<file path="src/osc_ctrl_pkg.sv">
// Shared constants for the oscillator control and switch block
`default_nettype none
package osc_ctrl_pkg;
  // ==========================================================
  // Register byte offsets
  localparam logic [3:0] OFS_CTRL = 4'h0;
  localparam logic [3:0] OFS_IRQ_STAT = 4'h4;
  localparam logic [3:0] OFS_IRQ_MASK = 4'h8;
  // ==========================================================
  // Control word fields
  localparam int BIT_SW_REQ = 0;
  localparam int BIT_SECONDARY_OSCILLATOR_EN = 1;
  localparam int BIT_DRIVE = 2;
  localparam int BIT_FAIL = 3;
  localparam int BIT_UNUSED4 = 4;
  localparam int BIT_PLL_LOCK = 5;
  localparam int BIT_UNUSED6 = 6;
  localparam int BIT_SEL_LOCK = 7;
  localparam int NEXT_LSB = 8;
  localparam int CUR_LSB = 12;
  localparam int SRC_W = 3;
  localparam logic [7:0] LOW_BYTE_RST = 8'h00;
  // ==========================================================
  // Unlock keys, high byte then low byte
  localparam logic [7:0] KEY_HI_1 = 8'h78;
  localparam logic [7:0] KEY_HI_2 = 8'h9A;
  localparam logic [7:0] KEY_LO_1 = 8'h46;
  localparam logic [7:0] KEY_LO_2 = 8'h57;
  // ==========================================================
  // Interrupt status bits
  localparam int IRQ_DONE = 0;
  localparam int IRQ_FAIL = 1;
  localparam int IRQ_W = 2;
  localparam logic [IRQ_W-1:0] IRQ_RST = 2'h0;
  // ==========================================================
  // Bus responses and source map
  localparam logic [1:0] RESP_OKAY = 2'h0;
  localparam logic [1:0] RESP_SLVERR = 2'h2;
  localparam logic [7:0] PLL_SRC_MASK_DEF = 8'h0A;
endpackage : osc_ctrl_pkg
`default_nettype wire

</file>
<file path="src/osc_key_unlock.sv">
// Two-key unlock gate for one protected byte
`default_nettype none
module osc_key_unlock
  import osc_ctrl_pkg::*;
#(
  parameter logic [7:0] KEY_1 = KEY_LO_1,
  parameter logic [7:0] KEY_2 = KEY_LO_2
)(
  input wire logic clk_i,
  input wire logic rst_n_i,
  input wire logic ce_i,
  input wire logic wr_i,
  input wire logic lane_i,
  input wire logic [7:0] data_i,
  output logic allow_o
);
  typedef enum logic [1:0] {IDLE, GOT_FIRST, ARMED} key_st_t;
  key_st_t state_q;

  if (KEY_1 == KEY_2)
  begin : g_bad_keys
    $error("Unlock keys must differ");
  end

  // Only the write right after the pair may land
  assign allow_o = wr_i && lane_i && (state_q == ARMED);

  // ==========================================================
  // Key sequencer
  always_ff @(posedge clk_i)
  begin
    if (!rst_n_i)
      state_q <= IDLE;
    else if (ce_i && wr_i)
    begin
      if (state_q == ARMED)
        state_q <= IDLE;
      else if (lane_i && data_i == KEY_1 && state_q == IDLE)
        state_q <= GOT_FIRST;
      else if (lane_i && data_i == KEY_2 && state_q == GOT_FIRST)
        state_q <= ARMED;
      else
        state_q <= IDLE;
    end
  end
endmodule : osc_key_unlock
`default_nettype wire

</file>
<file path="src/osc_switch_seq.sv">
// Clock switch sequencer: waits for the new source to settle
`default_nettype none
module osc_switch_seq (
  input wire logic clk_i,
  input wire logic rst_n_i,
  input wire logic ce_i,
  input wire logic start_i,
  input wire logic ready_i,
  output logic busy_o,
  output logic done_o
);
  typedef enum logic {SEQ_IDLE, SEQ_WAIT} seq_st_t;
  seq_st_t state_q;

  // ==========================================================
  // Switch progress
  always_ff @(posedge clk_i)
  begin
    if (!rst_n_i)
    begin
      state_q <= SEQ_IDLE;
      busy_o <= 1'b0;
      done_o <= 1'b0;
    end
    else if (ce_i)
    begin
      done_o <= 1'b0;
      case (state_q)
        SEQ_IDLE:
          if (start_i)
          begin
            state_q <= SEQ_WAIT;
            busy_o <= 1'b1;
          end
        SEQ_WAIT:
          if (ready_i)
          begin
            state_q <= SEQ_IDLE;
            busy_o <= 1'b0;
            done_o <= 1'b1;
          end
        default:
          state_q <= SEQ_IDLE;
      endcase
    end
  end
endmodule : osc_switch_seq
`default_nettype wire

</file>
<file path="src/osc_ctrl_switch.sv">
// Oscillator control register, unlock and switch logic
// ==========================================================
`default_nettype none
module osc_ctrl_switch
  import osc_ctrl_pkg::*;
#(
  parameter int ADDR_W = 4,
  parameter logic [7:0] PLL_SRC_MASK = PLL_SRC_MASK_DEF
)(
  input wire logic MCLK_I,
  input wire logic RST_N_I,
  input wire logic CE_I,
  input wire logic [ADDR_W-1:0] AWADDR_I,
  input wire logic AWVALID_I,
  output logic AWREADY_O,
  input wire logic [31:0] WDATA_I,
  input wire logic [3:0] WSTRB_I,
  input wire logic WVALID_I,
  output logic WREADY_O,
  output logic [1:0] BRESP_O,
  output logic BVALID_O,
  input wire logic BREADY_I,
  input wire logic [ADDR_W-1:0] ARADDR_I,
  input wire logic ARVALID_I,
  output logic ARREADY_O,
  output logic [31:0] RDATA_O,
  output logic [1:0] RRESP_O,
  output logic RVALID_O,
  input wire logic RREADY_I,
  input wire logic FAILSAFE_CFG_I,
  input wire logic SECONDARY_OSCILLATOR_SRC_CFG_I,
  input wire logic SECONDARY_OSCILLATOR_HP_CFG_I,
  input wire logic [SRC_W-1:0] INIT_SRC_CFG_I,
  input wire logic PLL_LOCKED_I,
  input wire logic PLL_TIMER_DONE_I,
  input wire logic SRC_READY_I,
  input wire logic CLK_FAIL_I,
  output logic [SRC_W-1:0] CUR_SOURCE_O,
  output logic SECONDARY_OSCILLATOR_EN_O,
  output logic SECONDARY_OSCILLATOR_HIGH_POWER_O,
  output logic IRQ_O
);
  if (ADDR_W < 4 || ADDR_W > 16)
  begin : g_bad_addr
    $error("ADDR_W must be 4 to 16");
  end
  // ==========================================================
  // Decode helpers
  function automatic logic hit(input logic [ADDR_W-1:0] a,
                               input logic [3:0] ofs);
    hit = ((a >> 2) == (ADDR_W'(ofs) >> 2));
  endfunction : hit
  function automatic logic mapped(input logic [ADDR_W-1:0] a);
    mapped = hit(a, OFS_CTRL) || hit(a, OFS_IRQ_STAT) ||
             hit(a, OFS_IRQ_MASK);
  endfunction : mapped
  logic aw_rdy_q, w_rdy_q, ar_rdy_q;
  logic [ADDR_W-1:0] aw_addr_q;
  logic [31:0] w_data_q;
  logic [3:0] w_strb_q;
  logic do_wr, ctrl_wr, hi_allow, lo_allow;
  logic sel_lock_q, pll_lock_q, fail_q, drive_q, sw_req_q;
  logic [SRC_W-1:0] next_src_q, tgt_src_q;
  logic [IRQ_W-1:0] stat_q, mask_q, stat_set;
  logic permit, seq_start, seq_busy, seq_done, fail_evt;
  logic [31:0] ctrl_word;
  // ==========================================================
  // AXI4-Lite write channel
  // Address and data are caught independently, so either order works
  assign do_wr = !aw_rdy_q && !w_rdy_q && !BVALID_O;
  assign ctrl_wr = do_wr && hit(aw_addr_q, OFS_CTRL);
  always_ff @(posedge MCLK_I)
  begin
    if (!RST_N_I)
    begin
      aw_rdy_q <= 1'b1;
      w_rdy_q <= 1'b1;
      aw_addr_q <= '0;
      w_data_q <= 32'h0000_0000;
      w_strb_q <= 4'h0;
      BVALID_O <= 1'b0;
      BRESP_O <= RESP_OKAY;
    end
    else if (CE_I)
    begin
      if (AWVALID_I && aw_rdy_q)
      begin
        aw_rdy_q <= 1'b0;
        aw_addr_q <= AWADDR_I;
      end
      else if (do_wr)
        aw_rdy_q <= 1'b1;
      if (WVALID_I && w_rdy_q)
      begin
        w_rdy_q <= 1'b0;
        w_data_q <= WDATA_I;
        w_strb_q <= WSTRB_I;
      end
      else if (do_wr)
        w_rdy_q <= 1'b1;
      if (do_wr)
      begin
        BVALID_O <= 1'b1;
        BRESP_O <= mapped(aw_addr_q) ? RESP_OKAY : RESP_SLVERR;
      end
      else if (BREADY_I)
        BVALID_O <= 1'b0;
    end
  end

  assign AWREADY_O = aw_rdy_q;
  assign WREADY_O = w_rdy_q;
  // ==========================================================
  // Unlock gates for both control bytes
  // Any bus write counts as an instruction and breaks a key pair
  osc_key_unlock #(
    .KEY_1(KEY_HI_1),
    .KEY_2(KEY_HI_2)
  ) u_unlock_hi (
    .clk_i(MCLK_I),
    .rst_n_i(RST_N_I),
    .ce_i(CE_I),
    .wr_i(do_wr),
    .lane_i(ctrl_wr && w_strb_q[1]),
    .data_i(w_data_q[15:8]),
    .allow_o(hi_allow)
  );
  osc_key_unlock #(
    .KEY_1(KEY_LO_1),
    .KEY_2(KEY_LO_2)
  ) u_unlock_lo (
    .clk_i(MCLK_I),
    .rst_n_i(RST_N_I),
    .ce_i(CE_I),
    .wr_i(do_wr),
    .lane_i(ctrl_wr && w_strb_q[0]),
    .data_i(w_data_q[7:0]),
    .allow_o(lo_allow)
  );
  // ==========================================================
  // Selection lock and switch sequencing
  assign permit = !(FAILSAFE_CFG_I && sel_lock_q);
  // Done cycle still shows the old request; no second switch from it
  assign seq_start = sw_req_q && permit && !seq_busy && !seq_done;
  osc_switch_seq u_seq (
    .clk_i(MCLK_I),
    .rst_n_i(RST_N_I),
    .ce_i(CE_I),
    .start_i(seq_start),
    .ready_i(SRC_READY_I),
    .busy_o(seq_busy),
    .done_o(seq_done)
  );
  // Source fields; initial source caught at reset from configuration
  always_ff @(posedge MCLK_I)
  begin
    if (!RST_N_I)
    begin
      next_src_q <= INIT_SRC_CFG_I;
      tgt_src_q <= INIT_SRC_CFG_I;
      CUR_SOURCE_O <= INIT_SRC_CFG_I;
    end
    else if (CE_I)
    begin
      if (hi_allow && permit)
        next_src_q <= w_data_q[NEXT_LSB +: SRC_W];
      if (seq_start)
        tgt_src_q <= next_src_q;
      if (seq_done)
        CUR_SOURCE_O <= tgt_src_q;
    end
  end

  // ==========================================================
  // Low control byte
  // Bits 6 and 4 have no storage at all
  always_ff @(posedge MCLK_I)
  begin
    if (!RST_N_I)
    begin
      sel_lock_q <= LOW_BYTE_RST[BIT_SEL_LOCK];
      drive_q <= LOW_BYTE_RST[BIT_DRIVE];
      SECONDARY_OSCILLATOR_EN_O <= LOW_BYTE_RST[BIT_SECONDARY_OSCILLATOR_EN];
      sw_req_q <= LOW_BYTE_RST[BIT_SW_REQ];
    end
    else if (CE_I)
    begin
      if (lo_allow)
      begin
        sel_lock_q <= w_data_q[BIT_SEL_LOCK];
        drive_q <= w_data_q[BIT_DRIVE];
        SECONDARY_OSCILLATOR_EN_O <= w_data_q[BIT_SECONDARY_OSCILLATOR_EN];
      end
      // Only hardware may drop a pending request
      if (seq_done)
        sw_req_q <= 1'b0;
      else if (lo_allow && w_data_q[BIT_SW_REQ])
        sw_req_q <= 1'b1;
    end
  end

  // Drive bit is moot for a digital clock input
  always_ff @(posedge MCLK_I)
  begin
    if (!RST_N_I)
      SECONDARY_OSCILLATOR_HIGH_POWER_O <= 1'b0;
    else if (CE_I)
      SECONDARY_OSCILLATOR_HIGH_POWER_O <= SECONDARY_OSCILLATOR_SRC_CFG_I &&
        (drive_q || SECONDARY_OSCILLATOR_HP_CFG_I);
  end

  // ==========================================================
  // Status flags
  assign fail_evt = CLK_FAIL_I && FAILSAFE_CFG_I;
  always_ff @(posedge MCLK_I)
  begin
    if (!RST_N_I)
      pll_lock_q <= 1'b0;
    else if (CE_I)
      pll_lock_q <= !seq_busy && PLL_SRC_MASK[CUR_SOURCE_O] &&
        (PLL_LOCKED_I || PLL_TIMER_DONE_I);
  end

  // Set wins over a software clear in the same cycle
  always_ff @(posedge MCLK_I)
  begin
    if (!RST_N_I)
      fail_q <= 1'b0;
    else if (CE_I)
    begin
      if (fail_evt)
        fail_q <= 1'b1;
      else if (lo_allow && !w_data_q[BIT_FAIL])
        fail_q <= 1'b0;
    end
  end

  // ==========================================================
  // Interrupt status, mask and output
  assign stat_set = {fail_evt, seq_done};
  always_ff @(posedge MCLK_I)
  begin
    if (!RST_N_I)
    begin
      stat_q <= IRQ_RST;
      mask_q <= IRQ_RST;
      IRQ_O <= 1'b0;
    end
    else if (CE_I)
    begin
      if (do_wr && hit(aw_addr_q, OFS_IRQ_STAT) && w_strb_q[0])
        stat_q <= (stat_q & ~w_data_q[IRQ_W-1:0]) | stat_set;
      else
        stat_q <= stat_q | stat_set;
      if (do_wr && hit(aw_addr_q, OFS_IRQ_MASK) && w_strb_q[0])
        mask_q <= w_data_q[IRQ_W-1:0];
      IRQ_O <= |(stat_q & mask_q);
    end
  end

  // ==========================================================
  // AXI4-Lite read channel, data one edge after the address
  always_comb
  begin
    ctrl_word = 32'h0000_0000;
    ctrl_word[CUR_LSB +: SRC_W] = CUR_SOURCE_O;
    ctrl_word[NEXT_LSB +: SRC_W] = next_src_q;
    ctrl_word[BIT_SEL_LOCK] = sel_lock_q;
    ctrl_word[BIT_PLL_LOCK] = pll_lock_q;
    ctrl_word[BIT_FAIL] = fail_q;
    ctrl_word[BIT_DRIVE] = drive_q;
    ctrl_word[BIT_SECONDARY_OSCILLATOR_EN] = SECONDARY_OSCILLATOR_EN_O;
    ctrl_word[BIT_SW_REQ] = sw_req_q;
  end

  always_ff @(posedge MCLK_I)
  begin
    if (!RST_N_I)
    begin
      ar_rdy_q <= 1'b1;
      RVALID_O <= 1'b0;
      RDATA_O <= 32'h0000_0000;
      RRESP_O <= RESP_OKAY;
    end
    else if (CE_I)
    begin
      if (ARVALID_I && ar_rdy_q)
      begin
        ar_rdy_q <= 1'b0;
        RVALID_O <= 1'b1;
        RRESP_O <= RESP_OKAY;
        if (hit(ARADDR_I, OFS_CTRL))
          RDATA_O <= ctrl_word;
        else if (hit(ARADDR_I, OFS_IRQ_STAT))
          RDATA_O <= {30'h0000_0000, stat_q};
        else if (hit(ARADDR_I, OFS_IRQ_MASK))
          RDATA_O <= {30'h0000_0000, mask_q};
        else
        begin
          RDATA_O <= 32'h0000_0000;
          RRESP_O <= RESP_SLVERR;
        end
      end
      else if (RVALID_O && RREADY_I)
      begin
        RVALID_O <= 1'b0;
        ar_rdy_q <= 1'b1;
      end
    end
  end

  assign ARREADY_O = ar_rdy_q;
endmodule : osc_ctrl_switch
`default_nettype wire

</file>
<file path="config.mk">
export PLATFORM = sky130hd
export DESIGN_NAME = osc_ctrl_switch
export DESIGN_NICKNAME = d
export VERILOG_FILES = /design/src/osc_ctrl_pkg.sv /design/src/osc_key_unlock.sv /design/src/osc_switch_seq.sv /design/src/osc_ctrl_switch.sv
export SDC_FILE = /design/constraint.sdc
export NUM_CORES = 1
export LEC_CHECK = 0
export ABC_CLOCK_PERIOD_IN_PS = 2100
export BUFFER_PORTS_ARGS = -buffer_cell sky130_fd_sc_hd__buf_4
export CORE_MARGIN = 5
export CORE_UTILIZATION = 49
export CTS_CLUSTER_DIAMETER = 80
export DETAILED_ROUTE_END_ITERATION = 6
export HOLD_SLACK_MARGIN = 0.05
export PLACE_DENSITY_LB_ADDON = 0.2
export SETUP_SLACK_MARGIN = 0.02
export SLEW_MARGIN = 20
export SYNTH_ARGS = -nofsm -noshare
export SYNTH_HDL_FRONTEND = slang
export SYNTH_SLANG_ARGS = --single-unit
</file>
<file path="constraint.sdc">
create_clock -name MCLK_I -period 2.1 [get_ports MCLK_I]
set_clock_uncertainty 0.1 [all_clocks]
set_input_delay 0.105 -clock MCLK_I [delete_from_list [all_inputs] [get_ports MCLK_I]]
set_output_delay 0.105 -clock MCLK_I [all_outputs]
set_load 0.05 [all_outputs]
</file>
==> qor.yml <==
detailed_routing:
  wire_per_inst_um: 13.34
  ant_nets: 0
  via_count: 2605
  drt-total-wl_mm: 6.898
  via_per_inst: 5.039
  firstDrtPassIters: 4
  drtIter0Drc: 124
  drc_errors: 0
placement:
  placed_area_mm2: 0.003352
  place.gp.congestion: 0.8137
  dp_hpwl_mm: 4.624
  numPortBuffers: 64
floorplanning:
  fp-row-count: 28
  die-area_mm2: 0.007593
  core_area_mm2: 0.005851
  die_x_um: 87.14
  io_pins: 109
  start_util: 0.4983
  die_y_um: 87.14
layout:
  nets: 499
  final_layout_size_suffix_gt1_frac: 0.1923
  final_area_mm2: 0.003896
  antenna-diode-count: 0
  syn2layout_area_growth_pct: 33.65
job:
  maxCapViolCount: 0
sta:
  rsz0062_at_grt: "no"
  hold_violations: 0
  fin_tns_setup_ns: 0
  fmax_mhz: 518.4
  hold_ws_ns: 0.08551
  slew_violations: 0
  post-route-min-period_ns: 1.929
  slew_headroom: 0.5824
  worst_pin_slew_ns: 0.6241
  fin_crit_sh: 0.9186
  finalSetupViolCount: 0
clock_network:
  cts_root_buf: "clkbuf_8"
  cts_setup_buffers: 0
  h-tree-depth: 3
  cts_resized: 0
  cts.clk_slew.worst_paths_ns: 0.06
  clk_latency_ns: 0.34
  cts_sinks: 68
  cts_tree: "yes"
  cts-buffers-inserted: 9
  cts_buffer_depth: 2
synth:
  async_flop_share: 0
  yosysUniqueCellTypes: 45
  postSynthCellCount: 342
  synth_warnings: 0
  synth-edff-count: 9
  synth-seq-cells: 68
  seq_area_frac_synth: 0.4979
  syn_area_mm2: 0.002915
  avgSynthCellArea_um2: 8.524
  synthFlopType: "dfxtp_1"
global_route:
  grt_pass1_wl_mm: 11.19
  antenna_found_initial: 0
  grt_overflow: 0
  grt_usage: 0.1884
  grt_pass1_vias: 2465
  grt_max_degree: 38
worst_setup_path:
  start_kind: "flip-flop"
  required_ns: 2.26
  max_stage_delay_ns: 0.58
  crit_path_max_fanout: 17
  crit_arrival_ns: 2.09
  path_cells: "and3_1 -> nand3_1 -> dlygate4sd3_1 -> a21oi_1"
  crit_slowest_cell: "dlygate4sd3_1"
  end_kind: "flip-flop"
  crit_type: "reg -> reg"
power:
  peakVddDrop_uv: 332.5
  p_leak_nw: 1.598
  pwr_density_cell_mw_per_mm2: 713.5
outcome:
  status: "completed"
min_path:
  hold_class: "in -> reg"
## logic make-up after synthesis
family,share of synthesized area
buffers and inverters,0.08970
other,0.001286
muxes,0.03090
AOI/OAI and AO/OA,0.1283
DFF,0.4979
and+or+nand+nor,0.2519
## per-layer routing
metal  vias to the layer above  track usage  part of all wire  wire, um
li1                       1325            -                 -         -
met1                      1175       0.2305              0.43      2972
met2                        95       0.3202              0.46      3194
met3                        10      0.04257             0.090       619
met4                         0      0.07531             0.016       111
met5                         -            0                 0         0
## worst max-delay path: cells and delay by family, from the launching register on
kind | cells | cell delay, ns
AND/OR/NAND/NOR | 2 | 0.66
buffers and inverters | 1 | 0.58
flip-flops | 1 | 0.37
AO/OA/AOI/OAI | 1 | 0.14
## what timing repair did
| action | 4_1_cts | 5_1_grt |
|---|---|---|
| hold buffers | 37 | 0 |
| endpoints found under the hold margin | 42 | 0 |
| setup endpoints to repair | 0 | 0 |
## sequential cells by signal (all words and copies together), names as in the netlist, 3 cells and up, named ones only
signal and count:
CUR_SOURCE_O 3, RDATA_O 12, next_src_q 3, tgt_src_q 3
w_data_q 16
## layout make-up
type / instances / area (um2)
clock buffers: 15 / 166.4
clock inverters: 1 / 7.507
fillers: 547 / 1954
inverters: 4 / 15.01
multi-input cells: 249 / 1281
flip-flops and latches: 68 / 1451
well taps: 75 / 93.84
repair buffers: 105 / 880.8
## worst paths after layout
kind / slack, ns / end / from / cells past startpoint
worst min register to register: 0.35 / w_data_q[11] / w_data_q[11] / 2
worst max register to register: 0.17 / RRESP_O[1] / ARREADY_O / 4
worst max-delay path: 0.17 / RRESP_O[1] / ARREADY_O / 4
worst min-delay path: 0.09 / IRQ_O / CE_I / 2
## stage by stage
step	std cells	util	setup WS (ns)	power [mW]
floorplan	363	-	0.3860	1.720
global route	517	0.6660	0.05274	2.907
CTS	517	0.6660	0.1728	2.813
global placement	464	0.5729	0.4648	1.802
finish	517	0.6660	0.1709	2.780
detailed placement	464	0.5729	0.4455	1.806
## cell usage in the layout, fill, tap and decap left out, types with 3 or more instances in the layout
| master | instances |
|---|---|
| a21oi_1 | 40 |
| and3_1 | 3 |
| buf_4 | 68 |
| clkbuf_1 | 4 |
| clkbuf_8 | 11 |
| conb_1 | 22 |
| dfxtp_1 | 59 |
| dlygate4sd3_1 | 37 |
| edfxtp_1 | 9 |
| inv_1 | 3 |
| mux2i_1 | 9 |
| nand2_1 | 89 |
| nand2b_1 | 4 |
| nand3_1 | 24 |
| nand4_1 | 4 |
| nor2_1 | 11 |
| nor2b_1 | 3 |
| o21ai_0 | 3 |
| o21ai_1 | 4 |
## where the power goes
part | switching (mW) | internal (mW)
registers | 0.0371 | 1.37
logic | 0.272 | 0.156
clock network | 0.450 | 0.496
## cell usage after synthesis (2+ instances only)
library cell	number	area [um2]
or4b_1	2	20.02
mux2i_1	9	90.09
o41ai_1	2	17.52
inv_1	3	11.26
a21oi_1	40	200.2
nor2_1	11	41.29
buf_4	22	165.2
o21ai_1	4	20.02
o21a_1	2	15.01
nor2b_1	3	18.77
nand2_1	89	334.1
nand3_1	24	120.1
o21ai_0	3	15.01
nor3_1	2	10.01
nand3b_1	2	15.01
and3_1	3	18.77
dfxtp_1	59	1181
edfxtp_1	9	270.3
nand4_1	4	25.02
nand2b_1	4	25.02
a41o_1	2	20.02
clkbuf_1	14	52.55
and4_1	2	17.52
buf_2	5	25.02
a41oi_1	2	17.52
Power figures use the tool's default switching activity.
